**src/hdl/pfd_defs.svh**
```systemverilog
// constants for the positioning frame link and controller registers
`ifndef PFD_DEFS_SVH
`define PFD_DEFS_SVH
// Function
// (RULE_01) long two-motor frame: id 0x3c, 0x80, 0x8b
// (RULE_02) node takes slot matching its 7-bit address
// (RULE_03) short 11-bit half-step position scaled internally
// (RULE_04) stepping mode kept; target on half steps
// (RULE_05) 4-bit address compared with stored bits
// (RULE_06) hardwired address inputs preferably tied high
// (RULE_07) one-motor short frame: two bytes layout
// (RULE_08) broadcast flag zero moves every node
// (RULE_09) two-motor short frame: four bytes, id 10
// (RULE_10) four-motor short frame: eight bytes, id 11
// (RULE_11) pick slot by low address, signed value
// (RULE_12) param move sets position and velocities
// (RULE_13) param frame: position, velocities, threshold, accel
// (RULE_14) master gives each node own param id
// (RULE_15) id parity generated and checked
// (RULE_16) bad parity or checksum leaves state unchanged

// frame contents
`define PFD_ID_REQ     6'h3c
`define PFD_APP_CMD    8'h80
`define PFD_CMD_POS    8'h8b
`define PFD_LEN_LONG   4'h8
`define PFD_LEN_ONE    4'h2
`define PFD_LEN_TWO    4'h4
`define PFD_LEN_FOUR   4'h8
`define PFD_LEN_PARAM  4'h4
`define PFD_LEN_MAX    4'h8
`define PFD_GRP_TWO    2'h2
`define PFD_GRP_FOUR   2'h3
`define PFD_FLAG_BIT   4
// controller register offsets
`define PFD_REG_CTRL   4'h0
`define PFD_REG_DLO    4'h4
`define PFD_REG_DHI    4'h8
`define PFD_REG_STAT   4'hc
// controller field positions
`define PFD_CTRL_LEN   8
`define PFD_STAT_CNT   8
// reset values
`define PFD_RST_BYTE   8'h00
`define PFD_RST_WORD   32'h0000_0000
`endif

```
**src/hdl/pfd_pkg.sv**
```systemverilog
// types and shared coding functions of the positioning frame link
package pfd_pkg;
  // receiver states
  typedef enum logic [0:0] {RX_IDLE, RX_DATA} pfd_rx_state_type;
  // sender states
  typedef enum logic [1:0] {TX_IDLE, TX_ID, TX_DATA, TX_CSUM} pfd_tx_state_type;

  // identifier with its two parity bits on top
  function automatic logic [7:0] pfd_protect(input logic [5:0] id);
    logic p0;
    logic p1;
    p0 = id[0] ^ id[1] ^ id[2] ^ id[4];
    p1 = ~(id[1] ^ id[3] ^ id[4] ^ id[5]);
    return {p1, p0, id};
  endfunction : pfd_protect

  // sum with end-around carry
  function automatic logic [7:0] pfd_csum_add(input logic [7:0] s, input logic [7:0] b);
    logic [8:0] t;
    t = {1'b0, s} + {1'b0, b};
    return t[7:0] + {7'h00, t[8]};
  endfunction : pfd_csum_add
endpackage : pfd_pkg

```
**src/hdl/pfd_link_if.sv**
```systemverilog
// byte link between frame controller and motor node
`timescale 1ns/1ps
interface pfd_link_if;
  logic [7:0] linkByte;   // byte on the link
  logic       linkValid;  // byte strobe
  logic       linkFirst;  // identifier byte
  logic       linkLast;   // checksum byte
  // frame sender
  modport ctrl (output linkByte, output linkValid, output linkFirst, output linkLast);
  // motor node receiver
  modport node (input linkByte, input linkValid, input linkFirst, input linkLast);
endinterface : pfd_link_if

```
**src/hdl/pfd_node.sv**
```systemverilog
// motor node decoder for positioning frames
`timescale 1ns/1ps
`include "pfd_defs.svh"
module pfd_node (
  input  wire logic       ref_clk,
  input  wire logic       rst_n,
  pfd_link_if.node        link,
  input  wire logic [6:0] nodeAddr,
  input  wire logic [3:0] storedAddr,
  input  wire logic [1:0] stepMode,
  input  wire logic [5:0] idShortOne,
  input  wire logic [5:0] idShortTwo,
  input  wire logic [5:0] idShortFour,
  input  wire logic [5:0] idPosParam,
  output logic      [15:0] targetPos,
  output logic             targetLoad,
  output logic      [3:0]  maxVel,
  output logic      [3:0]  minVel,
  output logic      [3:0]  accel,
  output logic      [3:0]  stallThr,
  output logic             paramLoad,
  output logic             frameErr
);

  // receiver state
  pfd_pkg::pfd_rx_state_type state_q;
  // frame identifier, six bits
  logic [5:0]  id_q;
  // identifier parity correct
  logic        idOk_q;
  // data bytes held
  logic [3:0]  cnt_q;
  // running checksum
  logic [7:0]  sum_q;
  // too many data bytes
  logic        over_q;
  // data bytes one to eight
  logic [7:0]  buf_q [1:8];
  // registered results
  logic [15:0] pos_q;
  logic        posLd_q;
  logic [3:0]  vmax_q;
  logic [3:0]  vmin_q;
  logic [3:0]  acc_q;
  logic [3:0]  thr_q;
  logic        parLd_q;
  logic        err_q;
  // hardwired address pins, three-stage filter
  logic [6:0]  addrS1_q;
  logic [6:0]  addrS2_q;
  logic [6:0]  addrS3_q;
  logic [6:0]  addr_q;
  // decode results
  logic        frameEnd;
  logic        frameGood;
  logic        loadPos;
  logic        loadPar;
  logic [15:0] newPos;

  // short position to internal microstep units
  function automatic logic [15:0] scaleShort(input logic [10:0] p, input logic [1:0] m);
    logic [15:0] e;
    e = {{5{p[10]}}, p};
    return e << m;
  endfunction : scaleShort

  // short slot match: flag set and address equal
  function automatic logic slotHit(input logic [7:0] b, input logic [3:0] a);
    return b[`PFD_FLAG_BIT] && (b[3:0] == a);
  endfunction : slotHit

  // checksum byte closes a started frame
  assign frameEnd = link.linkValid && link.linkLast && !link.linkFirst
                    && (state_q == pfd_pkg::RX_DATA);
  // parity, length and inverted sum all correct
  assign frameGood = idOk_q && !over_q && (~sum_q == link.linkByte); // RULE_15

  // address pins: a change counts once stages two and three agree
  always_ff @(posedge ref_clk or negedge rst_n) begin
    if (!rst_n) begin
      addrS1_q <= 7'h00;
      addrS2_q <= 7'h00;
      addrS3_q <= 7'h00;
      addr_q   <= 7'h00;
    end else begin
      addrS1_q <= nodeAddr;
      addrS2_q <= addrS1_q;
      addrS3_q <= addrS2_q;
      if (addrS2_q == addrS3_q) begin
        // settled pin value
        addr_q <= addrS3_q;
      end
    end
  end

  // frame collection
  always_ff @(posedge ref_clk or negedge rst_n) begin
    if (!rst_n) begin
      state_q <= pfd_pkg::RX_IDLE;
      id_q    <= 6'h00;
      idOk_q  <= 1'b0;
      cnt_q   <= 4'h0;
      sum_q   <= `PFD_RST_BYTE;
      over_q  <= 1'b0;
      for (int i = 1; i <= 8; i++) begin
        buf_q[i] <= `PFD_RST_BYTE;
      end
    end else if (link.linkValid) begin
      if (link.linkFirst) begin
        // identifier byte restarts any frame
        id_q    <= link.linkByte[5:0];
        idOk_q  <= (pfd_pkg::pfd_protect(link.linkByte[5:0]) == link.linkByte); // RULE_15
        cnt_q   <= 4'h0;
        sum_q   <= `PFD_RST_BYTE;
        over_q  <= 1'b0;
        state_q <= pfd_pkg::RX_DATA;
      end else begin
        case (state_q)
          pfd_pkg::RX_DATA: begin
            if (link.linkLast) begin
              // checksum byte ends frame
              state_q <= pfd_pkg::RX_IDLE;
            end else if (cnt_q == `PFD_LEN_MAX) begin
              // surplus byte spoils frame
              over_q <= 1'b1;
            end else begin
              buf_q[cnt_q + 4'h1] <= link.linkByte;
              cnt_q <= cnt_q + 4'h1;
              sum_q <= pfd_pkg::pfd_csum_add(sum_q, link.linkByte);
            end
          end
          default: begin
            // stray byte outside a frame ignored
            state_q <= pfd_pkg::RX_IDLE;
          end
        endcase
      end
    end
  end

  // command decode on the held bytes
  always_comb begin
    loadPos = 1'b0;
    loadPar = 1'b0;
    newPos  = 16'h0000;
    if (id_q == `PFD_ID_REQ && cnt_q == `PFD_LEN_LONG
        && buf_q[1] == `PFD_APP_CMD && buf_q[2] == `PFD_CMD_POS
        && buf_q[3][7] && buf_q[6][7]) begin // RULE_01
      // long frame, two 7-bit slots
      if (buf_q[3][6:0] == addr_q) begin // RULE_02
        loadPos = 1'b1;
        newPos  = {buf_q[4], buf_q[5]};
      end else if (buf_q[6][6:0] == addr_q) begin // RULE_02
        loadPos = 1'b1;
        newPos  = {buf_q[7], buf_q[8]};
      end
    end else if (id_q == idShortOne && cnt_q == `PFD_LEN_ONE) begin // RULE_07
      // one motor, broadcast or own address
      if (!buf_q[1][`PFD_FLAG_BIT] || buf_q[1][3:0] == storedAddr) begin // RULE_08 RULE_05
        loadPos = 1'b1;
        newPos  = scaleShort({buf_q[1][7:5], buf_q[2]}, stepMode); // RULE_03 RULE_04
      end
    end else if ((id_q == idShortTwo && id_q[5:4] == `PFD_GRP_TWO
                  && cnt_q == `PFD_LEN_TWO) // RULE_09
                 || (id_q == idShortFour && id_q[5:4] == `PFD_GRP_FOUR
                  && cnt_q == `PFD_LEN_FOUR)) begin // RULE_10
      // first slot with matching address wins
      for (int s = 0; s < 4; s++) begin
        if (!loadPos && (4'(2 * s + 2) <= cnt_q)
            && slotHit(buf_q[2 * s + 1], storedAddr)) begin // RULE_11 RULE_05
          loadPos = 1'b1;
          newPos  = scaleShort({buf_q[2 * s + 1][7:5], buf_q[2 * s + 2]}, stepMode); // RULE_03
        end
      end
    end else if (id_q == idPosParam && cnt_q == `PFD_LEN_PARAM) begin // RULE_13
      // move plus motion parameters
      loadPos = 1'b1;
      loadPar = 1'b1; // RULE_12
      newPos  = {buf_q[1], buf_q[2]};
    end
  end

  // target position register
  always_ff @(posedge ref_clk or negedge rst_n) begin
    if (!rst_n) begin
      pos_q   <= 16'h0000;
      posLd_q <= 1'b0;
    end else begin
      posLd_q <= frameEnd && frameGood && loadPos; // RULE_16
      if (frameEnd && frameGood && loadPos) begin // RULE_16
        pos_q <= newPos;
      end
    end
  end

  // motion parameter registers
  always_ff @(posedge ref_clk or negedge rst_n) begin
    if (!rst_n) begin
      vmax_q  <= 4'h0;
      vmin_q  <= 4'h0;
      acc_q   <= 4'h0;
      thr_q   <= 4'h0;
      parLd_q <= 1'b0;
    end else begin
      parLd_q <= frameEnd && frameGood && loadPar;
      if (frameEnd && frameGood && loadPar) begin // RULE_12 RULE_16
        vmax_q <= buf_q[3][7:4]; // RULE_13
        vmin_q <= buf_q[3][3:0];
        thr_q  <= buf_q[4][7:4];
        acc_q  <= buf_q[4][3:0];
      end
    end
  end

  // discarded frame report
  always_ff @(posedge ref_clk or negedge rst_n) begin
    if (!rst_n) begin
      err_q <= 1'b0;
    end else begin
      err_q <= frameEnd && !frameGood; // RULE_16
    end
  end

  // outputs straight from registers
  assign targetPos  = pos_q;
  assign targetLoad = posLd_q;
  assign maxVel     = vmax_q;
  assign minVel     = vmin_q;
  assign accel      = acc_q;
  assign stallThr   = thr_q;
  assign paramLoad  = parLd_q;
  assign frameErr   = err_q;

endmodule : pfd_node

```
**src/flat_wrapper.sv**
```systemverilog
// flat-port wrapper written by rule: the top's interface ports become plain ports
module pfd_node_flat 
  (ref_clk, rst_n, nodeAddr, storedAddr, stepMode, idShortOne, idShortTwo, idShortFour, idPosParam, targetPos, targetLoad, maxVel, minVel, accel, stallThr, paramLoad, frameErr, link_linkByte, link_linkValid, link_linkFirst, link_linkLast);
  pfd_link_if link_i ();
  input  wire logic ref_clk;
  input  wire logic rst_n;
  input  wire logic [6:0] nodeAddr;
  input  wire logic [3:0] storedAddr;
  input  wire logic [1:0] stepMode;
  input  wire logic [5:0] idShortOne;
  input  wire logic [5:0] idShortTwo;
  input  wire logic [5:0] idShortFour;
  input  wire logic [5:0] idPosParam;
  output logic      [15:0] targetPos;
  output logic targetLoad;
  output logic      [3:0] maxVel;
  output logic      [3:0] minVel;
  output logic      [3:0] accel;
  output logic      [3:0] stallThr;
  output logic paramLoad;
  output logic frameErr;
  input wire logic [$bits(link_i.linkByte)-1:0] link_linkByte;
  input wire logic [$bits(link_i.linkValid)-1:0] link_linkValid;
  input wire logic [$bits(link_i.linkFirst)-1:0] link_linkFirst;
  input wire logic [$bits(link_i.linkLast)-1:0] link_linkLast;
  assign link_i.linkByte = link_linkByte;
  assign link_i.linkValid = link_linkValid;
  assign link_i.linkFirst = link_linkFirst;
  assign link_i.linkLast = link_linkLast;
  pfd_node u_core (.ref_clk(ref_clk), .rst_n(rst_n), .link(link_i), .nodeAddr(nodeAddr), .storedAddr(storedAddr), .stepMode(stepMode), .idShortOne(idShortOne), .idShortTwo(idShortTwo), .idShortFour(idShortFour), .idPosParam(idPosParam), .targetPos(targetPos), .targetLoad(targetLoad), .maxVel(maxVel), .minVel(minVel), .accel(accel), .stallThr(stallThr), .paramLoad(paramLoad), .frameErr(frameErr));
endmodule
```
**config.mk**
```make
export PLATFORM = sky130hd
export DESIGN_NAME = pfd_node_flat
export DESIGN_NICKNAME = d
export VERILOG_FILES = /design/src/hdl/pfd_pkg.sv /design/src/hdl/pfd_link_if.sv /design/src/hdl/pfd_node.sv /design/src/flat_wrapper.sv
export VERILOG_INCLUDE_DIRS = /design/src /design/src/hdl
export SDC_FILE = /design/constraint.sdc
export NUM_CORES = 1
export LEC_CHECK = 0
export BUFFER_PORTS_ARGS = -buffer_cell sky130_fd_sc_hd__buf_2
export CORE_MARGIN = 2
export CORE_UTILIZATION = 45
export CTS_BUF_LIST = sky130_fd_sc_hd__clkbuf_8
export DETAILED_ROUTE_END_ITERATION = 12
export GPL_ROUTABILITY_DRIVEN = 0
export HOLD_SLACK_MARGIN = 0.02
export PLACE_DENSITY = 0.71
export SLEW_MARGIN = 40
export SYNTH_ARGS = -nofsm -noshare
export SYNTH_HDL_FRONTEND = slang
export SYNTH_SLANG_ARGS = --single-unit
export TNS_END_PERCENT = 50
```
**constraint.sdc**
```tcl
create_clock -name ref_clk -period 4 [get_ports ref_clk]
set_input_delay 0.2 -clock ref_clk [delete_from_list [all_inputs] [get_ports ref_clk]]
set_output_delay 0.2 -clock ref_clk [all_outputs]
set_load 0.01 [all_outputs]
```
# ---- After elaboration in Yosys (flattened, before gate mapping)
# Cells that the tools add are included.
dict set report classes {
  shift 4
  add_sub_neg 3
  n_reduce_logical 47
  n_eq_ne 23
  magnitude_cmp 6
  bitwise_logic 12
  mux 52
}
# cell count
set ops {}
lappend ops {{$mux W16} 11}
lappend ops {{$bwmux W64} 1}
lappend ops {{$shl A16 B2 Y16} 4}
lappend ops {{$mux W8} 5}
lappend ops {{$demux W8 S4} 1}
lappend ops {{$logic_and A1 B1 Y1} 32}
lappend ops {{$mux W1} 30}
lappend ops {{$eq A6 B6 Y1} 4}
lappend ops {{$eq A7 B7 Y1} 3}
lappend ops {{$eq A4 B4 Y1} 4}
lappend ops {{$eq A8 B8 Y1 const B} 2}
lappend ops {{$mux W4} 4}
lappend ops {{$add A8 B8 Y9} 1}
lappend ops {{$add A8 B1 Y8} 1}
lappend ops {{$eq A8 B8 Y1} 1}
lappend ops {{$le A3 B4 Y1 const A} 2}
lappend ops {{$not A8 Y8} 1}
lappend ops {{$reduce_and A4 Y1} 2}
lappend ops {{$logic_not A1 Y1} 7}
lappend ops {{$eq A6 B6 Y1 const B} 1}
lappend ops {{$xor A1 B1 Y1} 6}
lappend ops {{$ge A5 B5 Y1 const B} 1}
lappend ops {{$lt A5 B1 Y1 const B} 1}
lappend ops {{$not A4 Y5} 1}
lappend ops {{other kinds (14)} 21}
dict set report word_totals {
  ff_bits 148
  inputBits 50
  wordCells 173
  out_inout_bits 35
}

# ---- Longest topological paths before layout
dict set report depth {
  ltp_word 29
  depth_mapped 12
  mapped_depth_nobuf 12
}

# ---- Least setup slack after synthesis
# Ideal clock, no wire load.
dict set report synth_timing {
  path_kind {reg2reg}
  start {register u_core.sum_q[0]}
  end {register u_core.sum_q[7]}
  path_stages_with_launch 13
  slack_ps 1244
  setup_ps 121
  arrival_ps 2635
  n_path_buf 0
  required_ps 3879
  cell_sequence {dfrtp_1 > ha_1 > fa_1 > a21o_1 > a21oi_1 > o21ai_0 > a21o_1 > ha_1 > and3_1 > and3_1 > nand3_1 > xor3_1 > a22o_1}
}
dict set report synth_via {
  elab_chain_len 6
}
# item line_no
set synth_rtl {}
lappend synth_rtl {{from (decl)} pfd_node.sv:34} ;# logic [7:0] sum_q;
lappend synth_rtl {{from (signal assigned)} pfd_node.sv:103} ;# sum_q <= `PFD_RST_BYTE;
lappend synth_rtl {{from (signal assigned)} pfd_node.sv:114} ;# sum_q <= `PFD_RST_BYTE;
lappend synth_rtl {{from (signal assigned)} pfd_node.sv:129} ;# sum_q <= pfd_pkg::pfd_csum_add(sum_q, link.linkByte);
lappend synth_rtl {{$add A8 B8 Y9} pfd_pkg.sv:20} ;# t = {1'b0, s} + {1'b0, b};
lappend synth_rtl {{$add A8 B1 Y8} pfd_pkg.sv:21} ;# return t[7:0] + {7'h00, t[8]};
lappend synth_rtl {{$mux W8} pfd_node.sv:123} ;# end else if (cnt_q == `PFD_LEN_MAX) begin
lappend synth_rtl {{$mux W8} pfd_node.sv:120} ;# if (link.linkLast) begin
lappend synth_rtl {{$mux W8} pfd_node.sv:118} ;# case (state_q)
lappend synth_rtl {{$mux W8} pfd_node.sv:109} ;# if (link.linkFirst) begin
# No other way between the ends. The select of a mux whose other input is x is not followed.
# A chain may end at the register's enable or synchronous reset.

# ---- Final worst setup path
dict set report layout_timing {
  start {register u_core.cnt_q[0]}
  end {register u_core.vmin_q[0] (netlist: u_core.minVel[0])}
}
dict set report layout_via {
  elab_chain_len 8
  elab_cells_between_ends 18
  cone_classes {eq/ne (3); mux (4); reduce/logical (11)}
}
# item line_no
set layout_rtl {}
lappend layout_rtl {{from (decl)} pfd_node.sv:32} ;# logic [3:0] cnt_q;
lappend layout_rtl {{from (signal assigned)} pfd_node.sv:128} ;# cnt_q <= cnt_q + 4'h1;
lappend layout_rtl {{branches (longest 6 deep; another with $eq A4 B3 Y1)} n/a}
lappend layout_rtl {{$mux W1 *} pfd_node.sv:146} ;# if (id_q == `PFD_ID_REQ && cnt_q == `PFD_LEN_LONG
lappend layout_rtl {{$logic_and A1 B1 Y1 *} pfd_node.sv:206} ;# if (frameEnd && frameGood && loadPar) begin
lappend layout_rtl {{to (signal assigned)} pfd_node.sv:208} ;# vmin_q <= buf_q[3][3:0];
lappend layout_rtl {{to (decl)} pfd_node.sv:43} ;# logic [3:0] vmin_q;
# Mark *: on every way between the ends.

==> results.json <==
{
  "status": "finished clean",
  "required_ps": 4380,
  "antenna_found_initial": 0,
  "ys_async_sr_fraction_pct": 100,
  "hold_viol": 0,
  "root_buffer": "clkbuf_8",
  "die-area_mm2": 0.0209,
  "report.final.slew_viol_count": 0,
  "p_leak_nw": 4.47,
  "grt_max_degree": 99,
  "syn_area_mm2": 0.00889,
  "relSlewSlack_pct": 47.9,
  "diodes": 0,
  "pre_cts_ws_ps": 939,
  "crit_chain": "inv_1 > ha_1 > and3b_1 > nand3_1 > nor4_1 > and2_1 > nor2b_1 > buf_4 > mux2_2",
  "postCtsSetupRepairBufs": 0,
  "synth_area_leader_cell": "dfrtp_1",
  "coreArea_mm2": 0.0194,
  "num_rows": 51,
  "clkSinkCount": 148,
  "syn2layout_area_growth_pct": 12.4,
  "synthTopCellsByArea": "dfrtp_1, mux2_2, xnor2_1",
  "ys_seq_area_share_pct": 41.7,
  "end_kind": "flop",
  "overflow": 0,
  "start_util_pct": 45.8,
  "drt_first_pass_iters": 6,
  "track_usage_pct": 24.4,
  "drive_gt1_share_pct": 28.2,
  "cp_max_fo": 17,
  "synth_edf_count": 0,
  "wirelength_um": 24600,
  "die_w_um": 145,
  "period_needed_ps": 3130,
  "synth-seq-cells": 148,
  "critPathTopFamily": "simple AND/OR/NAND/NOR gates",
  "yosysUniqueCellTypes": 77,
  "ir_drop_v": 0.000241,
  "clk_pin_slew_worst_paths_ps": 100,
  "drc": 0,
  "synth_top_area_share_pct": 41.7,
  "crit_arrival_ps": 3500,
  "fin_worst_skew_ps": 10.5,
  "fmax_mhz": 320,
  "h-tree-depth": 4,
  "cp-start-kind": "flop",
  "io_pins": 85,
  "wl_per_cell_um": 20.7,
  "chipHeight_um": 145,
  "drtIter0Drc": 905,
  "grt_pass1_wl_um": 38500,
  "fin_hold_ws_ps": 95.3,
  "finalWorstSetupSlack_ps": 872,
  "setup_viol": 0,
  "p_per_area_mw_per_mm2": 379,
  "cts_tree": "yes",
  "worst-path-buf-inv": 2,
  "rsz0062_at_grt": "false",
  "vias": 7152,
  "cts-resized-gates": 0,
  "period_share_pct": 78.2,
  "clkLatencyLatePin_ps": 480,
  "io_buffers": 84,
  "critical_path_class": "flop to flop",
  "worst_pin_slew_ps": 779,
  "maxCapViolations": 0,
  "viasPerCell": 6.03,
  "grt_pass1_vias": 6803,
  "cp_slowest_cell": "and2_1",
  "worstHoldPathType": "input port to flop",
  "ant_nets": 0,
  "avgSynthCellArea_um2": 10.5,
  "syn-num-nets": 911,
  "ys.flop_type": "dfrtp_1",
  "final_nets": 976,
  "syn_inst": 843,
  "synth_warnings": 0,
  "cts_buffer_depth": 2,
  "cts_buffers": 17,
  "hpwl_um": 17700,
  "nFillCells": 1781,
  "max_stage_delay_ps": 620,
  "setup-tns-final_ps": 0
}
[per-stage QoR]
| stage | std cells | area [um^2] | power [mW] | utilization (%) |
|---|---|---|---|---|
| floorplan | 843 | 8890 | 2.30 | - |
| global placement | 1143 | 9440 | 2.54 | 48.7 |
| detailed placement | 1143 | 9460 | 2.56 | 48.8 |
| CTS | 1186 | 10000 | 3.80 | 51.5 |
| global route | 1186 | 10000 | 3.95 | 51.5 |
| finish | 1186 | 10000 | 3.79 | 51.5 |
[layout by cell type, fill, tap and decap left out, drive strengths merged, types with 9 or more instances in the layout]
master         n
a21o           9
a21oi         38
and3          10
buf           92
clkbuf        17
dfrtp        148
dlygate4sd3   11
ha            17
inv           19
mux2         113
mux2i         27
nand2         50
nand3         33
nand4         13
nor2          52
nor2b          9
nor3          13
nor4          11
o21a          10
o21ai         28
xnor2         58
xor2          16
[cell usage after synthesis, types with 4 or more instances]
master and n:
a211oi_1 5, a21o_1 9, a21oi_1 38, a221o_1 4, a221oi_1 6, a22o_1 5
a22oi_1 5, a311oi_1 4, a31o_2 7, a31oi_1 8, and2_1 7, and3_1 9
buf_1 8, buf_2 14, clkbuf_1 29, dfrtp_1 148, ha_1 17, inv_1 8
mux2_2 113, mux2i_1 27, mux4_2 4, nand2_1 50, nand3_1 32, nand4_1 13
nor2_1 52, nor2b_1 9, nor3_1 13, nor4_1 9, o2111ai_1 5, o21a_1 10
o21ai_0 25, o2bb2ai_1 5, o31ai_1 4, xnor2_1 58, xor2_1 16
[kinds of logic after synthesis]
group | after synthesis | share of synthesized area [%]
fa+ha+maj | 18 | 2.62
compound gates | 169 | 13.4
simple gates | 223 | 13.0
xor+xnor | 75 | 7.56
mux | 144 | 18.4
buf+inv | 66 | 3.36
flops | 148 | 41.7
[state kept, by name, summed over array words and instances, names as in the netlist]
register and cells:
u_core.accel 4, u_core.addrS1_q 7, u_core.addrS2_q 7, u_core.addrS3_q 7, u_core.addr_q 7, u_core.buf_q 64, u_core.cnt_q 4, u_core.frameErr 1
u_core.idOk_q 1, u_core.id_q 6, u_core.maxVel 4, u_core.minVel 4, u_core.over_q 1, u_core.paramLoad 1, u_core.stallThr 4, u_core.state_q 1
u_core.sum_q 8, u_core.targetLoad 1, u_core.targetPos 16
[final cells by class]
cell class | count | area (um^2) | share of cell area [%]
tap | 265 | 332 | 3.32
sequential | 148 | 3700 | 37.1
inverter | 9 | 33.8 | 0.338
multi-input combinational | 629 | 4900 | 49.0
timing repair buffer | 103 | 603 | 6.03
clock buffer | 17 | 234 | 2.34
clock inverter | 15 | 191 | 1.92
[final timing paths]
path | from | endpoint | slack [ps] | cells after the start
max in group asynchronous | rst_n | u_core.accel[2] | 2810 | 3
setup / recovery | u_core.cnt_q[0] | u_core.minVel[0] | 870 | 9
hold reg to reg | u_core.addrS1_q[3] | u_core.addrS2_q[3] | 360 | 0
setup reg to reg | u_core.cnt_q[0] | u_core.minVel[0] | 870 | 9
hold / removal | link_linkFirst | u_core.frameErr | 100 | 3
min in group asynchronous | rst_n | u_core.sum_q[4] | 340 | 2
[layer usage]
metal,vias to the layer above,global-route usage [%],part of all wire (%)
li1,3226,-,-
met1,3495,34.4,43
met2,362,37.0,45
met3,69,4.93,8.3
met4,0,9.96,3.2
met5,-,0,0
[worst reg2reg max path, stage by stage (launching register included)]
cell	delay [ps]
dfrtp_1	470
inv_1	170
ha_1	180
and3b_1	250
nand3_1	100
nor4_1	360
and2_1	620
nor2b_1	230
buf_4	270
mux2_2	380
[repair_timing]
item | CTS | global route
hold buffers | 11 | 0
endpoints found under the setup margin | 0 | 0
endpoints found under the hold margin | 105 | 0
[power breakdown]
| group | switching, mW | internal, mW |
|---|---|---|
| combinational | 0.445 | 0.334 |
| sequential | 0.174 | 1.61 |
| clock | 0.737 | 0.494 |
(Power assumes the default switching activity.)
